<file path="config.mk">
export PLATFORM = sky130hd
export DESIGN_NAME = i2ctt_target_tx
export DESIGN_NICKNAME = d
export VERILOG_FILES = /design/src/rtl/i2ctt_pkg.sv /design/src/rtl/i2ctt_target_tx.sv
export SDC_FILE = /design/constraint.sdc
export NUM_CORES = 1
export LEC_CHECK = 0
export ABC_AREA = 0
export BUFFER_PORTS_ARGS = -buffer_cell sky130_fd_sc_hd__buf_2
export CORE_MARGIN = 2
export CORE_UTILIZATION = 50
export CTS_BUF_LIST = sky130_fd_sc_hd__clkbuf_8
export DETAILED_ROUTE_END_ITERATION = 8
export PLACE_DENSITY = 0.83
export SLEW_MARGIN = 10
export SYNTH_ARGS = -nofsm -noshare
export SYNTH_HDL_FRONTEND = slang
export SYNTH_SLANG_ARGS = --single-unit
</file>
<file path="constraint.sdc">
create_clock -name i_sys_clk -period 2.4 [get_ports i_sys_clk]
set_input_delay 0.12 -clock i_sys_clk [delete_from_list [all_inputs] [get_ports i_sys_clk]]
set_output_delay 0.12 -clock i_sys_clk [all_outputs]
set_load 0.01 [all_outputs]
</file>
<file path="src/rtl/i2ctt_pkg.sv">
// Constants for the I2C target-transmit status block
package i2ctt_pkg;
  // Register byte offsets (Avalon-MM, one 32-bit word each)
  localparam logic [4:0] OFS_CTRL = 5'h00;
  localparam logic [4:0] OFS_STATUS = 5'h04;
  localparam logic [4:0] OFS_DATA = 5'h08;
  localparam logic [4:0] OFS_OWN_ADDR = 5'h0C;
  localparam logic [4:0] OFS_INT_STAT = 5'h10;
  localparam logic [4:0] OFS_INT_CLR = 5'h14;
  localparam logic [4:0] OFS_INT_EN = 5'h18;
  // ctrl_flags_reg field positions
  localparam int CTRL_ACK_ASSERT = 0;
  localparam int CTRL_BUS_RELEASE = 1;
  localparam int CTRL_BEGIN_REQ = 2;
  localparam int CTRL_IRQ_FLAG = 3;
  // Interrupt status bit positions
  localparam int INT_SERVICE = 0;
  localparam int INT_BUS_ERROR = 1;
  // Reset values
  localparam logic [3:0] CTRL_RESET = 4'h0;
  localparam logic [7:0] OWN_ADDR_RESET = 8'h00;
  localparam logic [1:0] INT_EN_RESET = 2'h0;
  // Condition codes
  localparam logic [7:0] CODE_OWN_READ = 8'hA8;
  localparam logic [7:0] CODE_ARB_READ = 8'hB0;
  localparam logic [7:0] CODE_TX_ACK = 8'hB8;
  localparam logic [7:0] CODE_TX_NACK = 8'hC0;
  localparam logic [7:0] CODE_LAST_ACK = 8'hC8;
  localparam logic [7:0] CODE_NO_INFO = 8'hF8;
  localparam logic [7:0] CODE_BUS_ERROR = 8'h00;
  // Bits in one byte on the wire
  localparam logic [3:0] BYTE_BITS = 4'h8;
  localparam logic [6:0] GC_ADDRESS = 7'h00;
  typedef enum logic [2:0] {
    ST_IDLE = 3'b000,
    ST_ADDR = 3'b001,
    ST_ADDR_ACK = 3'b010,
    ST_TX_WAIT = 3'b011,
    ST_TX_BIT = 3'b100,
    ST_TX_ACK = 3'b101,
    ST_DONE = 3'b110,
    ST_ERROR = 3'b111
  } i2ctt_state_t;
endpackage

</file>
<file path="src/rtl/i2ctt_target_tx.sv">
// I2C addressed target transmitter with status codes and register slave
`timescale 1ns/1ps
`default_nettype none
////////////////////////////////////////////////////////////////////////////
// Notes on behaviour
// Own address with read acknowledged: set irq_flag, code 0xA8.
// In 0xA8/B0/B8 software loads byte, clears irq_flag; byte is sent, ack sampled.
// Clearing irq_flag with ack_assert low sends the byte as the last one.
// Arbitration lost as master then addressed for read reports 0xB0.
// Byte sent and acknowledged: set irq_flag, code 0xB8.
// Last byte acknowledged gives 0xC8; a not-acknowledged byte gives 0xC0.
// Leaving 0xC0/C8 with begin_request and ack_assert low: ignore all addresses.
// Leaving with ack_assert high: recognise own address, general call if bit 0 set.
// Leaving with begin_request high: issue START once the bus is free.
// Code 0xF8 is shown whenever irq_flag is clear.
// 0xF8 shows between defined states and when not in a transfer.
// START or STOP at an illegal frame position reports bus error 0x00.
// Disturbed internal state is also treated as bus error 0x00.
// A bus error sets irq_flag.
// Software recovers by setting bus_release_request while clearing irq_flag.
// Recovery: not addressed, clear only bus_release_request, release lines, no STOP.
// Transmit is entered only when the direction bit after the address is one.
// While irq_flag is set in an addressed state, hold the clock low.
module i2ctt_target_tx (
  input wire logic i_sys_clk, // System clock, 100 MHz
  input wire logic i_rst_n, // Asynchronous reset, active low
  input wire logic [4:0] i_avs_address, // Avalon byte address
  input wire logic i_avs_read, // Avalon read request
  input wire logic i_avs_write, // Avalon write request
  input wire logic [31:0] i_avs_writedata, // Avalon write data
  output logic [31:0] o_avs_readdata, // Avalon read data
  output logic o_avs_waitrequest, // Avalon wait request
  input wire logic i_scl_in, // Serial clock line level
  output logic o_scl_out, // Serial clock drive value
  output logic o_scl_oe, // Serial clock drive enable
  input wire logic i_sda_in, // Serial data line level
  output logic o_sda_out, // Serial data drive value
  output logic o_sda_oe, // Serial data drive enable
  input wire logic i_arb_lost, // Pulse: master logic lost arbitration
  output logic o_start_strobe, // Pulse: request a START to master logic
  output logic o_irq // Level interrupt
);
  ////////////////////////////////////////////////////////////////////////////
  // Reset release and pin synchronisers
  logic rst_s1;
  logic rst_n;
  logic scl_s1;
  logic scl_s2;
  logic scl_d;
  logic sda_s1;
  logic sda_s2;
  logic sda_d;

  always_ff @(posedge i_sys_clk or negedge i_rst_n) begin
    if (!i_rst_n) begin
      rst_s1 <= 1'b0;
      rst_n <= 1'b0;
    end else begin
      rst_s1 <= 1'b1;
      rst_n <= rst_s1;
    end
  end

  always_ff @(posedge i_sys_clk or negedge rst_n) begin
    if (!rst_n) begin
      scl_s1 <= 1'b1;
      scl_s2 <= 1'b1;
      scl_d <= 1'b1;
      sda_s1 <= 1'b1;
      sda_s2 <= 1'b1;
      sda_d <= 1'b1;
    end else begin
      scl_s1 <= i_scl_in;
      scl_s2 <= scl_s1;
      scl_d <= scl_s2;
      sda_s1 <= i_sda_in;
      sda_s2 <= sda_s1;
      sda_d <= sda_s2;
    end
  end

  wire scl_rise = scl_s2 & ~scl_d;
  wire scl_fall = ~scl_s2 & scl_d;
  // Data edges only count while the clock stays high
  wire bus_start = scl_s2 & scl_d & sda_d & ~sda_s2;
  wire bus_stop = scl_s2 & scl_d & ~sda_d & sda_s2;

  ////////////////////////////////////////////////////////////////////////////
  // Registers and bus slave
  i2ctt_pkg::i2ctt_state_t state;
  logic ack_assert;
  logic bus_release_request;
  logic begin_request;
  logic irq_flag;
  logic [7:0] byte_buffer_reg;
  logic [7:0] own_addr_reg;
  logic [7:0] code;
  logic [1:0] int_stat;
  logic [1:0] int_en;
  logic acc;
  logic bus_busy;
  logic arb_pending;
  logic last_byte;
  logic got_ack;
  logic [3:0] bit_cnt;
  logic [7:0] shreg;

  wire req = (i_avs_read | i_avs_write) & o_avs_waitrequest & ~acc;
  // A write takes effect on the edge where waitrequest is seen low
  wire wr_now = i_avs_write & acc;
  wire wr_ctrl = wr_now & (i_avs_address == i2ctt_pkg::OFS_CTRL);
  wire wr_data = wr_now & (i_avs_address == i2ctt_pkg::OFS_DATA);
  wire wr_own = wr_now & (i_avs_address == i2ctt_pkg::OFS_OWN_ADDR);
  wire wr_iclr = wr_now & (i_avs_address == i2ctt_pkg::OFS_INT_CLR);
  wire wr_ien = wr_now & (i_avs_address == i2ctt_pkg::OFS_INT_EN);
  wire w_aa = i_avs_writedata[i2ctt_pkg::CTRL_ACK_ASSERT];
  wire w_sto = i_avs_writedata[i2ctt_pkg::CTRL_BUS_RELEASE];
  wire w_sta = i_avs_writedata[i2ctt_pkg::CTRL_BEGIN_REQ];
  // Writing one to the flag position services the pending code
  wire svc = wr_ctrl & i_avs_writedata[i2ctt_pkg::CTRL_IRQ_FLAG] & irq_flag;

  wire [7:0] status_view = irq_flag ? code : i2ctt_pkg::CODE_NO_INFO;
  wire [3:0] ctrl_view = {irq_flag, begin_request, bus_release_request,
                          ack_assert};
  wire [31:0] rd_mux =
    (i_avs_address == i2ctt_pkg::OFS_CTRL) ? {28'h0000000, ctrl_view} :
    (i_avs_address == i2ctt_pkg::OFS_STATUS) ? {24'h000000, status_view} :
    (i_avs_address == i2ctt_pkg::OFS_DATA) ? {24'h000000, byte_buffer_reg} :
    (i_avs_address == i2ctt_pkg::OFS_OWN_ADDR) ? {24'h000000, own_addr_reg} :
    (i_avs_address == i2ctt_pkg::OFS_INT_STAT) ? {30'h0, int_stat} :
    (i_avs_address == i2ctt_pkg::OFS_INT_EN) ? {30'h0, int_en} :
    32'h00000000;

  always_ff @(posedge i_sys_clk or negedge rst_n) begin
    if (!rst_n) begin
      acc <= 1'b0;
      o_avs_waitrequest <= 1'b1;
      o_avs_readdata <= 32'h00000000;
    end else begin
      acc <= req;
      o_avs_waitrequest <= ~req;
      o_avs_readdata <= req ? rd_mux : o_avs_readdata;
    end
  end

  ////////////////////////////////////////////////////////////////////////////
  // Address recognition and frame events
  wire gc_enable = own_addr_reg[0];
  // General call is recognised, but it is a write and never opens transmit
  wire addr_hit = (shreg[7:1] == own_addr_reg[7:1]) |
                  (gc_enable & (shreg[7:1] == i2ctt_pkg::GC_ADDRESS));
  wire gc_read = (shreg[7:1] == i2ctt_pkg::GC_ADDRESS);
  wire read_hit = addr_hit & shreg[0] & ~gc_read;
  wire in_frame = (state == i2ctt_pkg::ST_ADDR_ACK) |
                  (state == i2ctt_pkg::ST_TX_BIT) |
                  (state == i2ctt_pkg::ST_TX_ACK) |
                  ((state == i2ctt_pkg::ST_ADDR) && (bit_cnt != 4'h0));
  wire frame_err = in_frame & (bus_start | bus_stop);
  wire ack_done = (state == i2ctt_pkg::ST_ADDR_ACK) & scl_fall;
  wire tx_done = (state == i2ctt_pkg::ST_TX_ACK) & scl_fall;
  wire set_irq = ack_done | tx_done | frame_err;
  wire [7:0] tx_code = ~got_ack ? i2ctt_pkg::CODE_TX_NACK :
                       last_byte ? i2ctt_pkg::CODE_LAST_ACK :
                       i2ctt_pkg::CODE_TX_ACK;

  ////////////////////////////////////////////////////////////////////////////
  // Control flags and codes
  logic err_event;

  always_ff @(posedge i_sys_clk or negedge rst_n) begin
    if (!rst_n) begin
      ack_assert <= i2ctt_pkg::CTRL_RESET[i2ctt_pkg::CTRL_ACK_ASSERT];
      bus_release_request <= i2ctt_pkg::CTRL_RESET[i2ctt_pkg::CTRL_BUS_RELEASE];
      begin_request <= i2ctt_pkg::CTRL_RESET[i2ctt_pkg::CTRL_BEGIN_REQ];
      irq_flag <= i2ctt_pkg::CTRL_RESET[i2ctt_pkg::CTRL_IRQ_FLAG];
      byte_buffer_reg <= 8'h00;
      own_addr_reg <= i2ctt_pkg::OWN_ADDR_RESET;
      code <= i2ctt_pkg::CODE_NO_INFO;
      arb_pending <= 1'b0;
      bus_busy <= 1'b0;
      o_start_strobe <= 1'b0;
    end else begin
      // A new event wins over a clear in the same cycle
      irq_flag <= set_irq | err_event | (irq_flag & ~svc);
      if (set_irq | err_event) begin
        code <= (frame_err | err_event) ? i2ctt_pkg::CODE_BUS_ERROR :
                tx_done ? tx_code :
                arb_pending ? i2ctt_pkg::CODE_ARB_READ :
                i2ctt_pkg::CODE_OWN_READ;
      end
      if (wr_ctrl) begin
        ack_assert <= w_aa;
        begin_request <= w_sta;
        bus_release_request <= w_sto;
      end
      // Recovery clears only the release request among the flags
      if (svc && (state == i2ctt_pkg::ST_ERROR) && w_sto) begin
        bus_release_request <= 1'b0;
      end
      o_start_strobe <= 1'b0;
      if (!wr_ctrl && begin_request && !bus_busy &&
          (state == i2ctt_pkg::ST_IDLE)) begin
        o_start_strobe <= 1'b1;
        begin_request <= 1'b0;
      end
      if (wr_data) begin
        byte_buffer_reg <= i_avs_writedata[7:0];
      end
      if (wr_own) begin
        own_addr_reg <= i_avs_writedata[7:0];
      end
      if (i_arb_lost) begin
        arb_pending <= 1'b1;
      end else if (ack_done | (state == i2ctt_pkg::ST_IDLE & bus_stop)) begin
        arb_pending <= 1'b0;
      end
      if (bus_start) begin
        bus_busy <= 1'b1;
      end else if (bus_stop) begin
        bus_busy <= 1'b0;
      end
    end
  end

  ////////////////////////////////////////////////////////////////////////////
  // Serial state machine
  always_ff @(posedge i_sys_clk or negedge rst_n) begin
    if (!rst_n) begin
      state <= i2ctt_pkg::ST_IDLE;
      bit_cnt <= 4'h0;
      shreg <= 8'h00;
      last_byte <= 1'b0;
      got_ack <= 1'b0;
      err_event <= 1'b0;
      o_sda_oe <= 1'b0;
      o_scl_oe <= 1'b0;
    end else begin
      err_event <= 1'b0;
      if (frame_err) begin
        state <= i2ctt_pkg::ST_ERROR;
        o_sda_oe <= 1'b0;
        o_scl_oe <= 1'b0;
      end else begin
        case (state)
          i2ctt_pkg::ST_IDLE: begin
            o_sda_oe <= 1'b0;
            o_scl_oe <= 1'b0;
            // With ack_assert low the bus is only watched
            if (bus_start && ack_assert) begin
              state <= i2ctt_pkg::ST_ADDR;
              bit_cnt <= 4'h0;
            end
          end
          i2ctt_pkg::ST_ADDR: begin
            if (bus_stop) begin
              state <= i2ctt_pkg::ST_IDLE;
            end else if (scl_rise) begin
              shreg <= {shreg[6:0], sda_s2};
              bit_cnt <= bit_cnt + 4'h1;
            end else if (scl_fall && (bit_cnt == i2ctt_pkg::BYTE_BITS)) begin
              if (read_hit) begin
                state <= i2ctt_pkg::ST_ADDR_ACK;
                o_sda_oe <= 1'b1;
              end else begin
                state <= i2ctt_pkg::ST_IDLE;
              end
            end
          end
          i2ctt_pkg::ST_ADDR_ACK: begin
            if (scl_fall) begin
              o_sda_oe <= 1'b0;
              o_scl_oe <= 1'b1;
              state <= i2ctt_pkg::ST_TX_WAIT;
            end
          end
          i2ctt_pkg::ST_TX_WAIT: begin
            if (svc) begin
              // The first bit goes out on the same edge that lets the clock go
              shreg <= byte_buffer_reg;
              o_sda_oe <= ~byte_buffer_reg[7];
              last_byte <= ~w_aa;
              bit_cnt <= 4'h0;
              o_scl_oe <= 1'b0;
              state <= i2ctt_pkg::ST_TX_BIT;
            end
          end
          i2ctt_pkg::ST_TX_BIT: begin
            if (scl_rise) begin
              bit_cnt <= bit_cnt + 4'h1;
            end else if (scl_fall) begin
              if (bit_cnt == i2ctt_pkg::BYTE_BITS) begin
                o_sda_oe <= 1'b0;
                state <= i2ctt_pkg::ST_TX_ACK;
              end else begin
                shreg <= {shreg[6:0], 1'b1};
                o_sda_oe <= ~shreg[6];
              end
            end
          end
          i2ctt_pkg::ST_TX_ACK: begin
            if (scl_rise) begin
              got_ack <= ~sda_s2;
            end else if (scl_fall) begin
              o_scl_oe <= 1'b1;
              if (got_ack && !last_byte) begin
                state <= i2ctt_pkg::ST_TX_WAIT;
              end else begin
                state <= i2ctt_pkg::ST_DONE;
              end
            end
          end
          i2ctt_pkg::ST_DONE: begin
            // Lines released on leave; a continuing master reads ones
            if (svc) begin
              o_scl_oe <= 1'b0;
              state <= i2ctt_pkg::ST_IDLE;
            end
          end
          i2ctt_pkg::ST_ERROR: begin
            o_sda_oe <= 1'b0;
            o_scl_oe <= 1'b0;
            if (svc && w_sto) begin
              state <= i2ctt_pkg::ST_IDLE;
            end
          end
          default: begin
            err_event <= 1'b1;
            state <= i2ctt_pkg::ST_ERROR;
            o_sda_oe <= 1'b0;
            o_scl_oe <= 1'b0;
          end
        endcase
      end
    end
  end

  ////////////////////////////////////////////////////////////////////////////
  // Interrupt status, clear and enable
  wire [1:0] int_event = {frame_err | err_event, set_irq & ~frame_err};

  always_ff @(posedge i_sys_clk or negedge rst_n) begin
    if (!rst_n) begin
      int_stat <= 2'h0;
      int_en <= i2ctt_pkg::INT_EN_RESET;
      o_irq <= 1'b0;
      o_scl_out <= 1'b0;
      o_sda_out <= 1'b0;
    end else begin
      // Events win over a clear in the same cycle
      int_stat <= int_event | (int_stat & ~(wr_iclr ?
                  i_avs_writedata[1:0] : 2'h0));
      if (wr_ien) begin
        int_en <= i_avs_writedata[1:0];
      end
      o_irq <= |(int_stat & int_en);
      // Open-drain lines only ever pull low
      o_scl_out <= 1'b0;
      o_sda_out <= 1'b0;
    end
  end
endmodule
`default_nettype wire

</file>
After elaboration in Yosys (flattened, before gate mapping)
Index checks and enable logic that the tools add are counted.
Widths: inputs -> output; s select.
{"block": "totals", "elab_cells": 225, "register_bits": 97, "inputBits": 44, "output_inout_bits": 39}
{"block": "classes", "eq_ne": 39, "bitwise_logic": 52, "n_mux": 67, "addsub": 1, "n_reduce_logical": 35}
{"cell": "$mux 8", "count": 12}
{"cell": "$mux 3", "count": 15}
{"cell": "$ne 3x3->1 const B", "count": 10}
{"cell": "$and 1x1->1", "count": 26}
{"cell": "$pmux 3 s8", "count": 1}
{"cell": "$pmux 8 s3", "count": 1}
{"cell": "$mux 1", "count": 23}
{"cell": "$mux 7", "count": 3}
{"cell": "$mux 4", "count": 4}
{"cell": "$pmux 4 s4", "count": 1}
{"cell": "$eq 5x5->1 const B", "count": 3}
{"cell": "$eq 3x3->1 const B", "count": 4}
{"cell": "$ne 2x2->1 const B", "count": 6}
{"cell": "$ne 3x2->1 const B", "count": 4}
{"cell": "$not 1->1", "count": 12}
{"cell": "$reduce_and 12->1", "count": 1}
{"cell": "$eq 5x4->1 const B", "count": 2}
{"cell": "$logic_and 1x1->1", "count": 10}
{"cell": "$or 1x1->1", "count": 10}
{"cell": "$reduce_and 3->1", "count": 3}
{"cell": "$reduce_and 9->1", "count": 1}
{"cell": "$mux 2", "count": 4}
{"cell": "$reduce_and 8->1", "count": 1}
{"cell": "$reduce_bool 2->1", "count": 4}
{"cell": "26 further kinds", "count": 33}

Logic depth before layout (Yosys ltp)
{"block": "logic_depth", "ltp_word": 11, "mapped_depth": 8}

Least setup slack after synthesis
No wires, ideal clock.
{"block": "synth_timing", "path_kind": "reg-to-reg", "start": "reg bit_cnt[0]", "end": "reg state[2]", "path_slack_ns": 0.579, "setup_time_ns": 0.124, "arrival_ns": 1.697, "t_required_ns": 2.276, "path_stages_with_launch": 8, "n_path_buf": 0, "path_cell_list": "dfrtp_1 > inv_1 > ha_1 > nor3b_2 > nor2b_1 > o311a_1 > or3_1 > o31a_1"}
{"block": "synth_between", "elab_chain_len": 6, "elab_cells_between_ends": 20}
{"item": "start: declaration", "line_no": "i2ctt_target_tx.sv:105", "text": "logic [3:0] bit_cnt;"}
{"item": "start signal: assignment", "line_no": "i2ctt_target_tx.sv:259", "text": "bit_cnt <= bit_cnt + 4'h1;"}
{"item": "start signal: assignment", "line_no": "i2ctt_target_tx.sv:289", "text": "bit_cnt <= bit_cnt + 4'h1;"}
{"item": "$reduce_bool 4->1", "line_no": "i2ctt_target_tx.sv:157", "text": "((state == i2ctt_pkg::ST_ADDR) && (bit_cnt != 4'h0));"}
{"item": "$logic_and 1x1->1", "line_no": "i2ctt_target_tx.sv:157"}
{"item": "$or 1x1->1", "line_no": "i2ctt_target_tx.sv:156", "text": "(state == i2ctt_pkg::ST_TX_ACK) |"}
{"item": "$and 1x1->1", "line_no": "i2ctt_target_tx.sv:158", "text": "wire frame_err = in_frame & (bus_start | bus_stop);"}
{"item": "$ne 4x3->1 (no source line) (tied with other cells)"}
{"item": "$reduce_and 12->1 (no source line)"}
{"item": "end signal: assignment", "line_no": "i2ctt_target_tx.sv:229", "text": "state <= i2ctt_pkg::ST_IDLE;"}
{"item": "end signal: assignment", "line_no": "i2ctt_target_tx.sv:240", "text": "state <= i2ctt_pkg::ST_ERROR;"}
{"item": "end signal: assignment", "line_no": "i2ctt_target_tx.sv:250", "text": "state <= i2ctt_pkg::ST_ADDR;"}
{"item": "end: declaration", "line_no": "i2ctt_target_tx.sv:90", "text": "i2ctt_pkg::i2ctt_state_t state;"}
Several ways; a longest one is shown, not always the timed one.
A chain may end at the register's enable or synchronous reset.

Worst setup path after layout
Same ends and word-level chain as after synthesis.

==> qor.yml <==
outcome: "completed"
io_pins: 83
end_kind: "flip-flop"
holdCritPathClass: "in2reg"
cp_slowest_stage_delay_ns: 0.42
yosys.area.top_type: "dfrtp_1"
antenna_found_initial: 0
slew_viol_final: 0
met2_usage_pct: 33.51
power_density_nw_per_um2: 996.5
max_freq_mhz: 482.7
clockBufferDepth: 2
p_leak_nw: 1.998
wl_per_cell_um: 15.90
cts_buffers: 9
placed_area_um2: 4178
synthTopCellsByCount: "58 x dfrtp_1, 35 x nor2_1, 34 x nand2_1"
root_buffer: "clkbuf_8"
postLayoutCellArea_um2: 4479
cp.arrival_ns: 2.32
slew_headroom_pct: 25.59
place.gp.congestion: 0.9682
postSynthAreaPerCell_um2: 9.815
grt_most_used_layer: "met2"
cts.sinks: 70
setup_tns_ns: 0
fillers: 638
timing.max_cap.violations: 0
clk_latency_ns: 0.36
drc: 0
ir_drop_mv: 0.4144
yosys_warnings: 0
yosys.cell_types.count: 68
gr-total-overflow: 0
via_count: 3177
htreeDepth: 3
synth-seq-area-share_pct: 43.69
drtPass1Iterations: 5
die_x_um: 93.93
hold_viol_final: 0
fin_crit_ns: 2.072
coreArea_um2: 7767
period_share_pct: 86.31
cts_tree: "built"
ys_ff_latch: 70
synth_top_area_share_pct: 35.89
die_h_um: 93.93
worstSetupPathType: "reg2reg"
syn_to_final_growth_pct: 10.77
ys.flop_type: "dfrtp_1"
die-area_um2: 8823
synth.most_common_cell: "dfrtp_1"
dpl.hpwl_um: 6235
rsz0062_at_grt: "no"
start_util_pct: 52.06
grtUsageMet3_pct: 4.735
track_usage_pct: 21.52
use_met1_pct: 29.02
finish.utilization_pct: 57.67
critical_path.cell_chain: "inv_1 > ha_1 > nor3b_2 > nor2b_1 > o311a_1 > or3_1 > o31a_1"
nNetsFinal: 492
cp_data_required_time_ns: 2.65
cpMaxStageDelayCell: "dfrtp_1"
clk_pin_slew_ns: 0.09
path_max_fanout: 5
grt_pass1_wl_um: 14680
setup_violations: 0
synth_edf_count: 0
synthTopCellsByArea: "dfrtp_1 36%, dfstp_2 7.8%, mux2_2 5.8%"
synth_area_um2: 4044
viasPerCell: 5.735
drt_iter0_drc: 237
io_buffers: 32
timing.hold.ws_ns: 0.01465
final_layout_size_suffix_gt1_share_pct: 24.17
ant_nets: 0
synthesis.instances: 412
drt_wl_total_um: 8810
worst_pin_slew_ns: 1.111
fin_skew_ns: 0.01480
critPathLaunchType: "flip-flop"
grt_max_degree: 55
grt_pass1_vias: 2972
fp-row-count: 32
synthArstFlopShare_pct: 100.0
[layout make-up]
class                   instances  area [um2]  area share (%)
well taps                     102       127.6           2.849
repair buffers                 46       295.3           6.592
inverters                      11       41.29          0.9218
diodes                          1       2.502         0.05587
clock inverters                 6       91.34           2.039
clock buffers                  10       137.6           3.073
multi-input cells             308        2016           45.00
flip-flops and latches         70        1768           39.47
[what timing repair did]
item | CTS | global route
resized for setup | 0 | 0
endpoints found under the hold margin | 8 | 0
buffers inserted | 0 | 0
hold buffers | 7 | 0
[metal layers]
layer | up-vias | share of wire, %
li1 | 1497 | -
met1 | 1524 | 44
met2 | 142 | 48
met3 | 14 | 5.9
met4 | 0 | 2.1
met5 | - | 0
[layout by cell type, fill, tap and decap left out, types with 4 or more instances in the layout]
cell type	count
a21oi_1	28
buf_2	32
a21o_1	6
dfrtp_1	57
mux2_2	21
nor2b_1	8
buf_4	6
conb_1	27
o41ai_1	5
and3_1	5
nand2_1	34
dfstp_2	12
nor2_1	35
a31oi_1	5
nand2b_1	8
dlygate4sd3_1	7
o21ai_0	23
xnor2_1	7
or3_1	5
o31ai_1	4
mux2i_1	9
inv_1	11
nand3_1	12
clkbuf_8	10
[logic make-up after synthesis]
family / count (synthesis) / synth area share [%]
XOR/XNOR: 9 / 2.135
flip-flops: 70 / 43.69
other: 2 / 0.1857
multiplexers: 31 / 8.633
AO/OA/AOI/OAI: 100 / 17.08
adder cells (fa/ha/maj): 2 / 0.6187
AND/OR/NAND/NOR: 139 / 18.87
buffers and inverters: 59 / 8.787
[power breakdown]
part	switching (mW)	internal (mW)
registers	0.381	1.53
logic	0.798	0.657
clock network	0.476	0.623
total	1.66	2.81
[metrics by stage]
| step | total power, mW | setup WS [ns] | instances |
|---|---|---|---|
| 6_report | 4.463 | 0.3285 | 554 |
| 5_1_grt | 4.749 | 0.1854 | 553 |
| 4_1_cts | 4.460 | 0.3115 | 553 |
| 3_5_place_dp | 3.343 | 0.3365 | 530 |
| 3_3_place_gp | 3.268 | 0.4010 | 530 |
| 2_1_floorplan | 3.021 | 0.3273 | 437 |
[worst max-delay path: cells and delay by family (launching register included)]
| kind | cells | cell delay [ns] |
|---|---|---|
| and+or+nand+nor | 3 | 0.81 |
| DFF | 1 | 0.42 |
| adders and majority gates | 1 | 0.18 |
| buffers and inverters | 1 | 0.08 |
| AOI/OAI and AO/OA | 2 | 0.49 |
[path summary, 6_finish.rpt]
path | depth (start not counted) | end | from | slack [ns]
setup / recovery | 7 | state[2] | bit_cnt[0] | 0.33
hold / removal | 3 | own_addr_reg[7] | i_avs_writedata[7] | 0.01
setup reg to reg | 7 | state[2] | bit_cnt[0] | 0.33
hold reg to reg | 0 | o_sda_oe | rst_n | 0.16
max in group asynchronous | 1 | code[4] | rst_n | 1.58
min in group asynchronous | 2 | rst_n | i_rst_n | 0.07
(Power assumes the default switching activity.)
